[config.mk]
export PLATFORM = sky130hd
export DESIGN_NAME = seek_feat_cmd
export DESIGN_NICKNAME = d
export VERILOG_FILES = /design/src/pkg/seek_feat_pkg.sv /design/src/core/seek_feat_cmd.sv
export SDC_FILE = /design/constraint.sdc
export NUM_CORES = 1
export LEC_CHECK = 0
export BUFFER_PORTS_ARGS = -buffer_cell sky130_fd_sc_hd__buf_2
export CORE_UTILIZATION = 50
export CTS_CLUSTER_SIZE = 30
export DETAILED_ROUTE_END_ITERATION = 10
export PLACE_DENSITY = 0.74
export SETUP_SLACK_MARGIN = 0.4
export SLEW_MARGIN = 20
export SYNTH_ARGS = -nofsm -noshare
export SYNTH_HDL_FRONTEND = slang
export SYNTH_SLANG_ARGS = --single-unit
[constraint.sdc]
create_clock -name clock -period 2.15 [get_ports clock]
set_input_delay 0.3225 -clock clock [delete_from_list [all_inputs] [get_ports clock]]
set_output_delay 0.3225 -clock clock [all_outputs]
set_load 0.05 [all_outputs]
[src/pkg/seek_feat_pkg.sv]
package seek_feat_pkg;
	// register byte offsets on the bus
	localparam logic [7:0] OFS_FEATURE = 8'h00;
	localparam logic [7:0] OFS_SECT_COUNT = 8'h04;
	localparam logic [7:0] OFS_SECT_NUM = 8'h08;
	localparam logic [7:0] OFS_CYL_LOW = 8'h0c;
	localparam logic [7:0] OFS_CYL_HIGH = 8'h10;
	localparam logic [7:0] OFS_DEV_HEAD = 8'h14;
	localparam logic [7:0] OFS_COMMAND = 8'h18;
	localparam logic [7:0] OFS_ERROR = 8'h1c;
	localparam logic [7:0] OFS_STATUS = 8'h20;
	localparam logic [7:0] OFS_FEAT_STATE = 8'h24;
	localparam logic [7:0] OFS_APM_LEVEL = 8'h28;
	localparam logic [7:0] OFS_XFER_MODE = 8'h2c;
	localparam logic [7:0] OFS_HOST_TIME = 8'h30;
	// field positions
	localparam int ERR_ABORT_BIT = 2;
	localparam int ST_BUSY_BIT = 7;
	localparam int ST_READY_BIT = 6;
	localparam int ST_SEEK_DONE_BIT = 4;
	localparam int ST_ERR_BIT = 0;
	localparam int DH_LBA_BIT = 6;
	localparam int FS_SERIAL_LSB = 8;
	// command and subfunction codes
	localparam logic [3:0] CMD_SEEK_NIBBLE = 4'h7;
	localparam logic [7:0] CMD_SET_FEATURES = 8'hef;
	localparam logic [7:0] SF_WC_ON = 8'h02;
	localparam logic [7:0] SF_XFER_MODE = 8'h03;
	localparam logic [7:0] SF_APM_ON = 8'h05;
	localparam logic [7:0] SF_PUIS_ON = 8'h06;
	localparam logic [7:0] SF_PUIS_SPINUP = 8'h07;
	localparam logic [7:0] SF_SERIAL_ON = 8'h10;
	localparam logic [7:0] SF_HOST_TIME = 8'h43;
	localparam logic [7:0] SF_EPC = 8'h4a;
	localparam logic [7:0] SF_RLA_OFF = 8'h55;
	localparam logic [7:0] SF_REVERT_OFF = 8'h66;
	localparam logic [7:0] SF_WC_OFF = 8'h82;
	localparam logic [7:0] SF_APM_OFF = 8'h85;
	localparam logic [7:0] SF_PUIS_OFF = 8'h86;
	localparam logic [7:0] SF_SERIAL_OFF = 8'h90;
	localparam logic [7:0] SF_RLA_ON = 8'haa;
	localparam logic [7:0] SF_REVERT_ON = 8'hcc;
	// transfer types (sector count bits 7:3) and highest mode of each
	localparam logic [4:0] XT_PIO_DEFAULT = 5'h00;
	localparam logic [4:0] XT_PIO_FLOW = 5'h01;
	localparam logic [4:0] XT_MW_DMA = 5'h04;
	localparam logic [4:0] XT_ULTRA_DMA = 5'h08;
	localparam logic [2:0] XM_PIO_DEFAULT_MAX = 3'h1;
	localparam logic [2:0] XM_PIO_FLOW_MAX = 3'h4;
	localparam logic [2:0] XM_MW_DMA_MAX = 3'h2;
	localparam logic [2:0] XM_ULTRA_DMA_MAX = 3'h6;
	// advanced power management levels refused
	localparam logic [7:0] APM_BAD_LOW = 8'h00;
	localparam logic [7:0] APM_BAD_HIGH = 8'hff;
	// serial-link feature selectors
	localparam logic [7:0] SER_MAX = 8'h06;
	localparam logic [7:0] SER_HOLE = 8'h05;
	// values after reset
	localparam logic RST_WRITE_CACHE = 1'b1;
	localparam logic RST_READ_AHEAD = 1'b1;
	localparam logic RST_REVERT = 1'b0;
	localparam logic RST_RELEASE_INT = 1'b0;
	localparam logic [7:0] RST_XFER_MODE = 8'h00;
	localparam logic [7:0] RST_STATUS_IDLE = 8'h50;

	typedef enum logic [1:0] {
		ST_IDLE = 2'b00,
		ST_EXEC = 2'b01,
		ST_SEEK = 2'b10
	} exec_state_t;
endpackage : seek_feat_pkg

[src/core/seek_feat_cmd.sv]
// Summary of operation
// - command code 7x starts a seek
// - seek never checks medium format
// - LBA target spread over four registers
// - CHS target: cylinder registers, head low nibble
// - seek end returns position, same mapping
// - EFh is set features; unknown subfunction aborts
// - 02h/82h write cache on/off
// - AAh/55h read look-ahead on/off
// - CCh/66h revert to defaults on/off
// - 05h/85h power management on/off, level
// - 06h/07h/86h standby power-up controls
// - accept 43h host time, 4Ah power conditions
// - reset defaults cache, look-ahead on, others off
// - transfer mode: type bits 7:3, mode 2:0
// - type 0 modes 0 and 1 default PIO
// - type 1 flow-controlled PIO, modes 0-4
// - type 4 DMA 0-2, type 8 ultra 0-6
// - full reassignment forces write cache off
// - serial selectors 01h,02h,03h,04h,06h only
// - power management level 00h/FFh aborts
`timescale 1ns/1ns
module seek_feat_cmd
	import seek_feat_pkg::*;
(
	input wire logic clock,
	input wire logic rst_n,
	input wire logic hsel,
	input wire logic [31:0] haddr,
	input wire logic [1:0] htrans,
	input wire logic hwrite,
	input wire logic [2:0] hsize,
	input wire logic [31:0] hwdata,
	input wire logic hready,
	output logic [31:0] hrdata,
	output logic hreadyout,
	output logic hresp,
	input wire logic reassign_full,
	input wire logic seek_done,
	output logic seek_req,
	output logic seek_lba,
	output logic [27:0] seek_target,
	output logic write_cache_on,
	output logic read_ahead_on
);

	function automatic logic is_seek(input logic [7:0] code);
		is_seek = (code[7:4] == CMD_SEEK_NIBBLE);
	endfunction : is_seek

	function automatic logic xfer_ok(input logic [7:0] sc);
		logic [4:0] kind;
		logic [2:0] mode;
		kind = sc[7:3];
		mode = sc[2:0];
		case (kind)
			XT_PIO_DEFAULT: xfer_ok = (mode <= XM_PIO_DEFAULT_MAX);
			XT_PIO_FLOW: xfer_ok = (mode <= XM_PIO_FLOW_MAX);
			XT_MW_DMA: xfer_ok = (mode <= XM_MW_DMA_MAX);
			XT_ULTRA_DMA: xfer_ok = (mode <= XM_ULTRA_DMA_MAX);
			default: xfer_ok = 1'b0;
		endcase
	endfunction : xfer_ok

	function automatic logic serial_ok(input logic [7:0] sc);
		serial_ok = (sc != 8'h00) && (sc <= SER_MAX) && (sc != SER_HOLE);
	endfunction : serial_ok

	// bus side
	logic wr_pend_q;
	logic [7:0] wr_addr_q;
	logic [31:0] rdata_q;
	logic [31:0] rdata_d;
	logic addr_phase;

	// command block
	logic [7:0] feature_q;
	logic [7:0] sect_count_q;
	logic [7:0] sect_num_q;
	logic [7:0] cyl_low_q;
	logic [7:0] cyl_high_q;
	logic [7:0] dev_head_q;
	logic [7:0] command_q;
	logic [7:0] error_q;
	logic seek_end_q;
	logic busy;
	logic cmd_write;

	// feature state
	logic wc_q;
	logic rla_q;
	logic revert_q;
	logic apm_q;
	logic [7:0] apm_level_q;
	logic puis_q;
	logic spinup_q;
	logic [5:0] serial_q;
	logic [7:0] xfer_q;
	logic [31:0] host_time_q;

	exec_state_t state_q;
	exec_state_t state_d;
	logic sf_exec;
	logic sf_abort;
	logic [15:0] feat_state;
	logic [7:0] status;

	assign hreadyout = 1'b1;
	assign hresp = 1'b0;
	assign hrdata = rdata_q;
	assign addr_phase = hsel && htrans[1] && hready;
	assign busy = (state_q != ST_IDLE);
	// host writes into the command block are dropped while busy, as on a real taskfile
	assign cmd_write = wr_pend_q && !busy;
	assign sf_exec = (state_q == ST_EXEC) && (command_q == CMD_SET_FEATURES);

	assign status = {busy, !busy, 1'b0, seek_end_q, 3'b000, error_q != 8'h00};
	// bit 7 is spare so that the serial features sit in 13:8
	assign feat_state = {reassign_full, 1'b0, serial_q, 1'b0, RST_RELEASE_INT, spinup_q,
		puis_q, apm_q, revert_q, rla_q, wc_q};

	// abort decode for set features
	always_comb begin
		case (feature_q)
			SF_WC_ON, SF_WC_OFF, SF_RLA_ON, SF_RLA_OFF, SF_REVERT_ON, SF_REVERT_OFF,
			SF_APM_OFF, SF_PUIS_ON, SF_PUIS_OFF, SF_PUIS_SPINUP, SF_HOST_TIME,
			SF_EPC: sf_abort = 1'b0;
			SF_XFER_MODE: sf_abort = !xfer_ok(sect_count_q);
			SF_APM_ON: sf_abort = (sect_count_q == APM_BAD_LOW)
				|| (sect_count_q == APM_BAD_HIGH);
			SF_SERIAL_ON, SF_SERIAL_OFF: sf_abort = !serial_ok(sect_count_q);
			default: sf_abort = 1'b1;
		endcase
	end

	// read mux, sampled in the address phase so data leaves a flip-flop
	always_comb begin
		rdata_d = 32'h0000_0000;
		case (haddr[7:0])
			OFS_FEATURE: rdata_d = {24'h000000, feature_q};
			OFS_SECT_COUNT: rdata_d = {24'h000000, sect_count_q};
			OFS_SECT_NUM: rdata_d = {24'h000000, sect_num_q};
			OFS_CYL_LOW: rdata_d = {24'h000000, cyl_low_q};
			OFS_CYL_HIGH: rdata_d = {24'h000000, cyl_high_q};
			OFS_DEV_HEAD: rdata_d = {24'h000000, dev_head_q};
			OFS_COMMAND: rdata_d = {24'h000000, command_q};
			OFS_ERROR: rdata_d = {24'h000000, error_q};
			OFS_STATUS: rdata_d = {24'h000000, status};
			OFS_FEAT_STATE: rdata_d = {16'h0000, feat_state};
			OFS_APM_LEVEL: rdata_d = {24'h000000, apm_level_q};
			OFS_XFER_MODE: rdata_d = {24'h000000, xfer_q};
			OFS_HOST_TIME: rdata_d = host_time_q;
			default: rdata_d = 32'h0000_0000;
		endcase
	end

	always_ff @(posedge clock or negedge rst_n) begin
		if (!rst_n) begin
			wr_pend_q <= 1'b0;
			wr_addr_q <= 8'h00;
			rdata_q <= 32'h0000_0000;
		end else begin
			wr_pend_q <= addr_phase && hwrite;
			if (addr_phase) begin
				wr_addr_q <= haddr[7:0];
			end
			if (addr_phase && !hwrite) begin
				rdata_q <= rdata_d;
			end
		end
	end

	always_comb begin
		state_d = state_q;
		case (state_q)
			ST_IDLE: begin
				if (cmd_write && wr_addr_q == OFS_COMMAND) begin
					state_d = ST_EXEC;
				end
			end
			ST_EXEC: begin
				// no format check gates the seek path
				state_d = is_seek(command_q) ? ST_SEEK : ST_IDLE;
			end
			ST_SEEK: begin
				if (seek_done) begin
					state_d = ST_IDLE;
				end
			end
			default: state_d = ST_IDLE;
		endcase
	end

	always_ff @(posedge clock or negedge rst_n) begin
		if (!rst_n) begin
			state_q <= ST_IDLE;
		end else begin
			state_q <= state_d;
		end
	end

	// taskfile: host writes when idle, position written back at seek end
	always_ff @(posedge clock or negedge rst_n) begin
		if (!rst_n) begin
			feature_q <= 8'h00;
			sect_count_q <= 8'h00;
			sect_num_q <= 8'h00;
			cyl_low_q <= 8'h00;
			cyl_high_q <= 8'h00;
			dev_head_q <= 8'h00;
			command_q <= 8'h00;
		end else if (cmd_write) begin
			case (wr_addr_q)
				OFS_FEATURE: feature_q <= hwdata[7:0];
				OFS_SECT_COUNT: sect_count_q <= hwdata[7:0];
				OFS_SECT_NUM: sect_num_q <= hwdata[7:0];
				OFS_CYL_LOW: cyl_low_q <= hwdata[7:0];
				OFS_CYL_HIGH: cyl_high_q <= hwdata[7:0];
				OFS_DEV_HEAD: dev_head_q <= hwdata[7:0];
				OFS_COMMAND: command_q <= hwdata[7:0];
				default: ;
			endcase
		end else if (state_q == ST_SEEK && seek_done) begin
			// the actuator sits on the target, so current position equals it
			sect_num_q <= seek_target[7:0];
			cyl_low_q <= seek_target[15:8];
			cyl_high_q <= seek_target[23:16];
			dev_head_q <= {dev_head_q[7:4], seek_target[27:24]};
		end
	end

	// error flags cleared when a new command starts; seek-complete cleared only when that command is a seek
	always_ff @(posedge clock or negedge rst_n) begin
		if (!rst_n) begin
			error_q <= 8'h00;
			seek_end_q <= 1'b1;
		end else if (state_q == ST_IDLE && state_d == ST_EXEC) begin
			error_q <= 8'h00;
			if (is_seek(hwdata[7:0])) begin
				seek_end_q <= 1'b0;
			end
		end else if (state_q == ST_EXEC) begin
			if (sf_exec && sf_abort) begin
				error_q[ERR_ABORT_BIT] <= 1'b1;
			end else if (!is_seek(command_q) && command_q != CMD_SET_FEATURES) begin
				error_q[ERR_ABORT_BIT] <= 1'b1;
			end
		end else if (state_q == ST_SEEK && seek_done) begin
			seek_end_q <= 1'b1;
		end
	end

	// seek request to the servo, held until it reports arrival
	always_ff @(posedge clock or negedge rst_n) begin
		if (!rst_n) begin
			seek_req <= 1'b0;
			seek_lba <= 1'b0;
			seek_target <= 28'h0000000;
		end else if (state_q == ST_EXEC && is_seek(command_q)) begin
			seek_req <= 1'b1;
			seek_lba <= dev_head_q[DH_LBA_BIT];
			// both modes share one layout: cylinder in 23:8, head in 27:24
			seek_target <= {dev_head_q[3:0], cyl_high_q, cyl_low_q, sect_num_q};
		end else if (seek_done) begin
			seek_req <= 1'b0;
		end
	end

	// feature state; only a hard reset restores the defaults
	always_ff @(posedge clock or negedge rst_n) begin
		if (!rst_n) begin
			wc_q <= RST_WRITE_CACHE;
			rla_q <= RST_READ_AHEAD;
			revert_q <= RST_REVERT;
			apm_q <= 1'b0;
			apm_level_q <= 8'h00;
			puis_q <= 1'b0;
			spinup_q <= 1'b0;
			serial_q <= 6'h00;
			xfer_q <= RST_XFER_MODE;
			host_time_q <= 32'h0000_0000;
		end else begin
			if (reassign_full) begin
				wc_q <= 1'b0;
			end else if (sf_exec && feature_q == SF_WC_ON) begin
				wc_q <= 1'b1;
			end else if (sf_exec && feature_q == SF_WC_OFF) begin
				wc_q <= 1'b0;
			end
			if (sf_exec) begin
				case (feature_q)
					SF_RLA_ON: rla_q <= 1'b1;
					SF_RLA_OFF: rla_q <= 1'b0;
					SF_REVERT_ON: revert_q <= 1'b1;
					SF_REVERT_OFF: revert_q <= 1'b0;
					SF_APM_ON: begin
						if (!sf_abort) begin
							apm_q <= 1'b1;
							apm_level_q <= sect_count_q;
						end
					end
					SF_APM_OFF: apm_q <= 1'b0;
					SF_PUIS_ON: puis_q <= 1'b1;
					SF_PUIS_OFF: puis_q <= 1'b0;
					SF_PUIS_SPINUP: spinup_q <= 1'b1;
					SF_SERIAL_ON: begin
						if (!sf_abort) begin
							serial_q[sect_count_q[2:0] - 3'h1] <= 1'b1;
						end
					end
					SF_SERIAL_OFF: begin
						if (!sf_abort) begin
							serial_q[sect_count_q[2:0] - 3'h1] <= 1'b0;
						end
					end
					SF_XFER_MODE: begin
						if (!sf_abort) begin
							xfer_q <= sect_count_q;
						end
					end
					SF_HOST_TIME: begin
						host_time_q <= {cyl_high_q, cyl_low_q, sect_num_q, sect_count_q};
					end
					default: ;
				endcase
			end
		end
	end

	assign write_cache_on = wc_q;
	assign read_ahead_on = rla_q;

endmodule : seek_feat_cmd

==> results_dict.tcl <==
set metrics [dict create \
    core_mm2 0.0174 \
    worst_pin_slew_ps 614 \
    drv_cap 0 \
    gp_congestion 0.949 \
    synth_edf_count 0 \
    synth.mux.area_fraction_pct 17.0 \
    synth_top_family_by_area "multiplexers" \
    synth.avg_cell_area_um2 11.5 \
    irDropWorstVdd_mv 0.591 \
    slew_violations 0 \
    synth_compound_area_share_pct 13.8 \
    synthDistinctLibCells 70 \
    violations "negative setup slack" \
    synth_cells 776 \
    antenna_found_initial 0 \
    via_per_inst 6.31 \
    slowest_stage "o311ai_4" \
    root_buffer "clkbuf_16" \
    critPathMaxFanout 7 \
    yosysSeqAreaShare_pct 53.5 \
    overflow 0 \
    dpl-instance-area_mm2 0.0102 \
    die_w_um 136 \
    final_cells 1183 \
    required_ps 2470 \
    fin_crit_sh_pct 103 \
    synth-xor-area-share_pct 0.0979 \
    setup_viol 37 \
    worst_path_largest_cell_delay_ps 510 \
    path_class "reg -> reg" \
    clk_latency_ps 440 \
    whs_ps 69.2 \
    drt_wl_total_um 29000 \
    grt_pass1_vias 6817 \
    htreeDepth 4 \
    portBuffers 87 \
    grt_max_degree 56 \
    syn2layout_area_growth_pct 31.7 \
    leakage_nw 5.56 \
    ant_nets 0 \
    final_layout_size_suffix_gt1_share_pct 46.0 \
    ys_warn_count 0 \
    finClkSkew_ps 14.2 \
    crit_chain "nor3_4 -> nand4b_1 -> o21a_1 -> o311ai_4 -> buf_4 -> nor4b_4 -> mux2_4" \
    synth-simple-area-share_pct 11.8 \
    hp-class "in -> reg" \
    die_h_um 136 \
    synth_flop_cell "dfrtp_1" \
    critPathLaunchType "flop" \
    synth_seq_cells 191 \
    numCtsBuffers 17 \
    dp.cells 1121 \
    setup_tns_ps -972 \
    dr.pass1.iters 6 \
    powerDensity_mw_per_mm2 669 \
    grt.total_usage_pct 29.4 \
    grt_setup_unrepaired "true" \
    grt_pass1_wl_um 39900 \
    dieArea_mm2 0.0184 \
    clkTransAtPathRegs_ps 70 \
    drcViolationCount 0 \
    fin_ws_ps -73.8 \
    hold_violations 0 \
    clockBufferDepth 2 \
    hpwl_um 18000 \
    ios 142 \
    crit_arrival_ps 2550 \
    outcome "complete, but fails checks" \
    slew_headroom_pct 58.8 \
    fin_nets 1024 \
    synth_nets 856 \
    fmax_ghz 0.450 \
    rows 48 \
    cp-end-kind "flop" \
    start_util_pct 51.5 \
    cts_tree "yes" \
    stdcell_area_mm2 0.0118 \
    clock-sinks 191 \
    ys_async_sr_fraction_pct 100 \
    synthAdderAreaFrac_pct 0.560 \
    routedWlPerCell_um 24.5 \
    period_minus_slack_ps 2220 \
    final_util_pct 67.9 \
    synthesis.area_mm2 0.00894 \
    via_count 7459 \
    drt_iter0_drc 948 \
]
==> stage by stage <==
step | total power [mW] | setup slack [ps]
floorplan | 4.17 | -21.0
global placement | 4.49 | -18.5
detailed placement | 4.51 | -70.5
CTS | 7.76 | -42.3
global route | 8.12 | -122
finish | 7.88 | -73.8
==> cell usage after synthesis, drive strengths merged (3+ instances only) <==
master  count  area, µm²
dfrtp     188       4700
mux2      118       1350
a21oi      55        275
nand2      52        195
nor2       40        150
o21ai      39        195
clkbuf     30        113
a22o       19        166
a22oi      19        143
buf        19        123
nor3       19        123
inv        12       45.0
mux2i      12        120
nand3      12       60.1
nor2b      11       68.8
a31oi      10       62.6
and2       10       62.6
nand2b      8       52.6
nand4       8       56.3
o22ai       7       43.8
a21o        6       45.0
a32oi       6       52.6
nor3b       5       42.5
and3        4       25.0
ha          4       50.1
nand4b      4       35.0
nor4        4       25.0
or2         4       27.5
or3         4       35.0
dfstp       3       78.8
o21bai      3       22.5
o31ai       3       22.5
or4         3       22.5
==> logic make-up after synthesis <==
family | count (synthesis)
AO/OA/AOI/OAI | 188
multiplexers | 132
other | 2
XOR/XNOR | 1
AND/OR/NAND/NOR | 197
buffers and inverters | 61
flip-flops | 191
adder cells (fa/ha/maj) | 4
==> worst max-delay path, delay by kind of cell (launching register included) <==
kind            cells  cell delay, ps
flops               1             490
mux                 1             300
buf+inv             1             220
simple gates        3             440
compound gates      2             660
==> timing repair <==
action,in CTS,in global routing
gates resized for setup,31,165
endpoints found under the hold margin,48,0
cloned,1,7
hold buffers,1,0
setup buffers,5,15
pin swaps,6,32
setup endpoints to repair,109,120
==> cell type report <==
cell class                 count  area [µm²]
fill                        1196        5570
sequential                   191        4790
multi-input combinational    526        4530
timing repair buffer         196        1530
clock buffer                  20         457
tap                          225         282
clock inverter                12         146
inverter                      12        47.5
antenna                        1        2.50
==> flip-flops by register name, indices dropped and copies added (netlist names), 2 cells and up, named ones only <==
signal        count
apm_level_q       8
command_q         8
cyl_high_q        8
cyl_low_q         8
dev_head_q        8
feature_q         8
host_time_q      32
hrdata           32
sect_count_q      8
sect_num_q        8
seek_target      28
state_q           2
wr_addr_q         8
xfer_q            8
==> path summary, 6_finish.rpt <==
check / startpoint / end / slack, ps / depth (start not counted)
hold / removal: reassign_full / write_cache_on$_DFFE_PN1P_ / 70 / 2
min in group asynchronous: rst_n / revert_q$_DFFE_PN0P_ / 410 / 2
setup / recovery: sect_count_q[6]$_DFFE_PN0P_ / flop / -70 / 7
max in group asynchronous: rst_n / seek_end_q$_DFFE_PN1P_ / 1060 / 3
setup reg to reg: sect_count_q[6]$_DFFE_PN0P_ / flop / -70 / 7
hold reg to reg: hrdata[7]$_DFFE_PN0P_ / hrdata[7]$_DFFE_PN0P_ / 470 / 1
==> where the power goes <==
group / internal (mW) / total [mW] / leakage (nW) / switching, mW
logic: 0.308 / 0.768 / 2.69 / 0.461
clock network: 1.80 / 3.27 / 0.286 / 1.47
registers: 3.69 / 3.84 / 2.58 / 0.150
==> layer usage <==
| layer | part of all wire [%] | wire length, µm | vias up | global-route usage [%] |
|---|---|---|---|---|
| li1 | - | - | 3186 | - |
| met1 | 41 | 11800 | 3727 | 41.2 |
| met2 | 46 | 13400 | 456 | 44.1 |
| met3 | 9.5 | 2770 | 90 | 6.51 |
| met4 | 3.6 | 1050 | 0 | 11.7 |
| met5 | 0 | 0 | - | 0 |
==> cells in the final DEF (no fill, tap or decap), types with 12 or more instances in the layout <==
| master | count |
|---|---|
| buf_2 | 86 |
| buf_4 | 73 |
| o21ai_1 | 18 |
| a22oi_1 | 17 |
| a21oi_1 | 45 |
| mux2_4 | 58 |
| nand2_2 | 13 |
| o21ai_0 | 18 |
| nor2_1 | 25 |
| mux2i_1 | 12 |
| dfrtp_1 | 186 |
| nand2_1 | 38 |
| buf_6 | 19 |
| clkbuf_16 | 20 |
| a22o_1 | 19 |
| mux2_2 | 59 |
No activity file was read; power rests on OpenSTA's default activity.
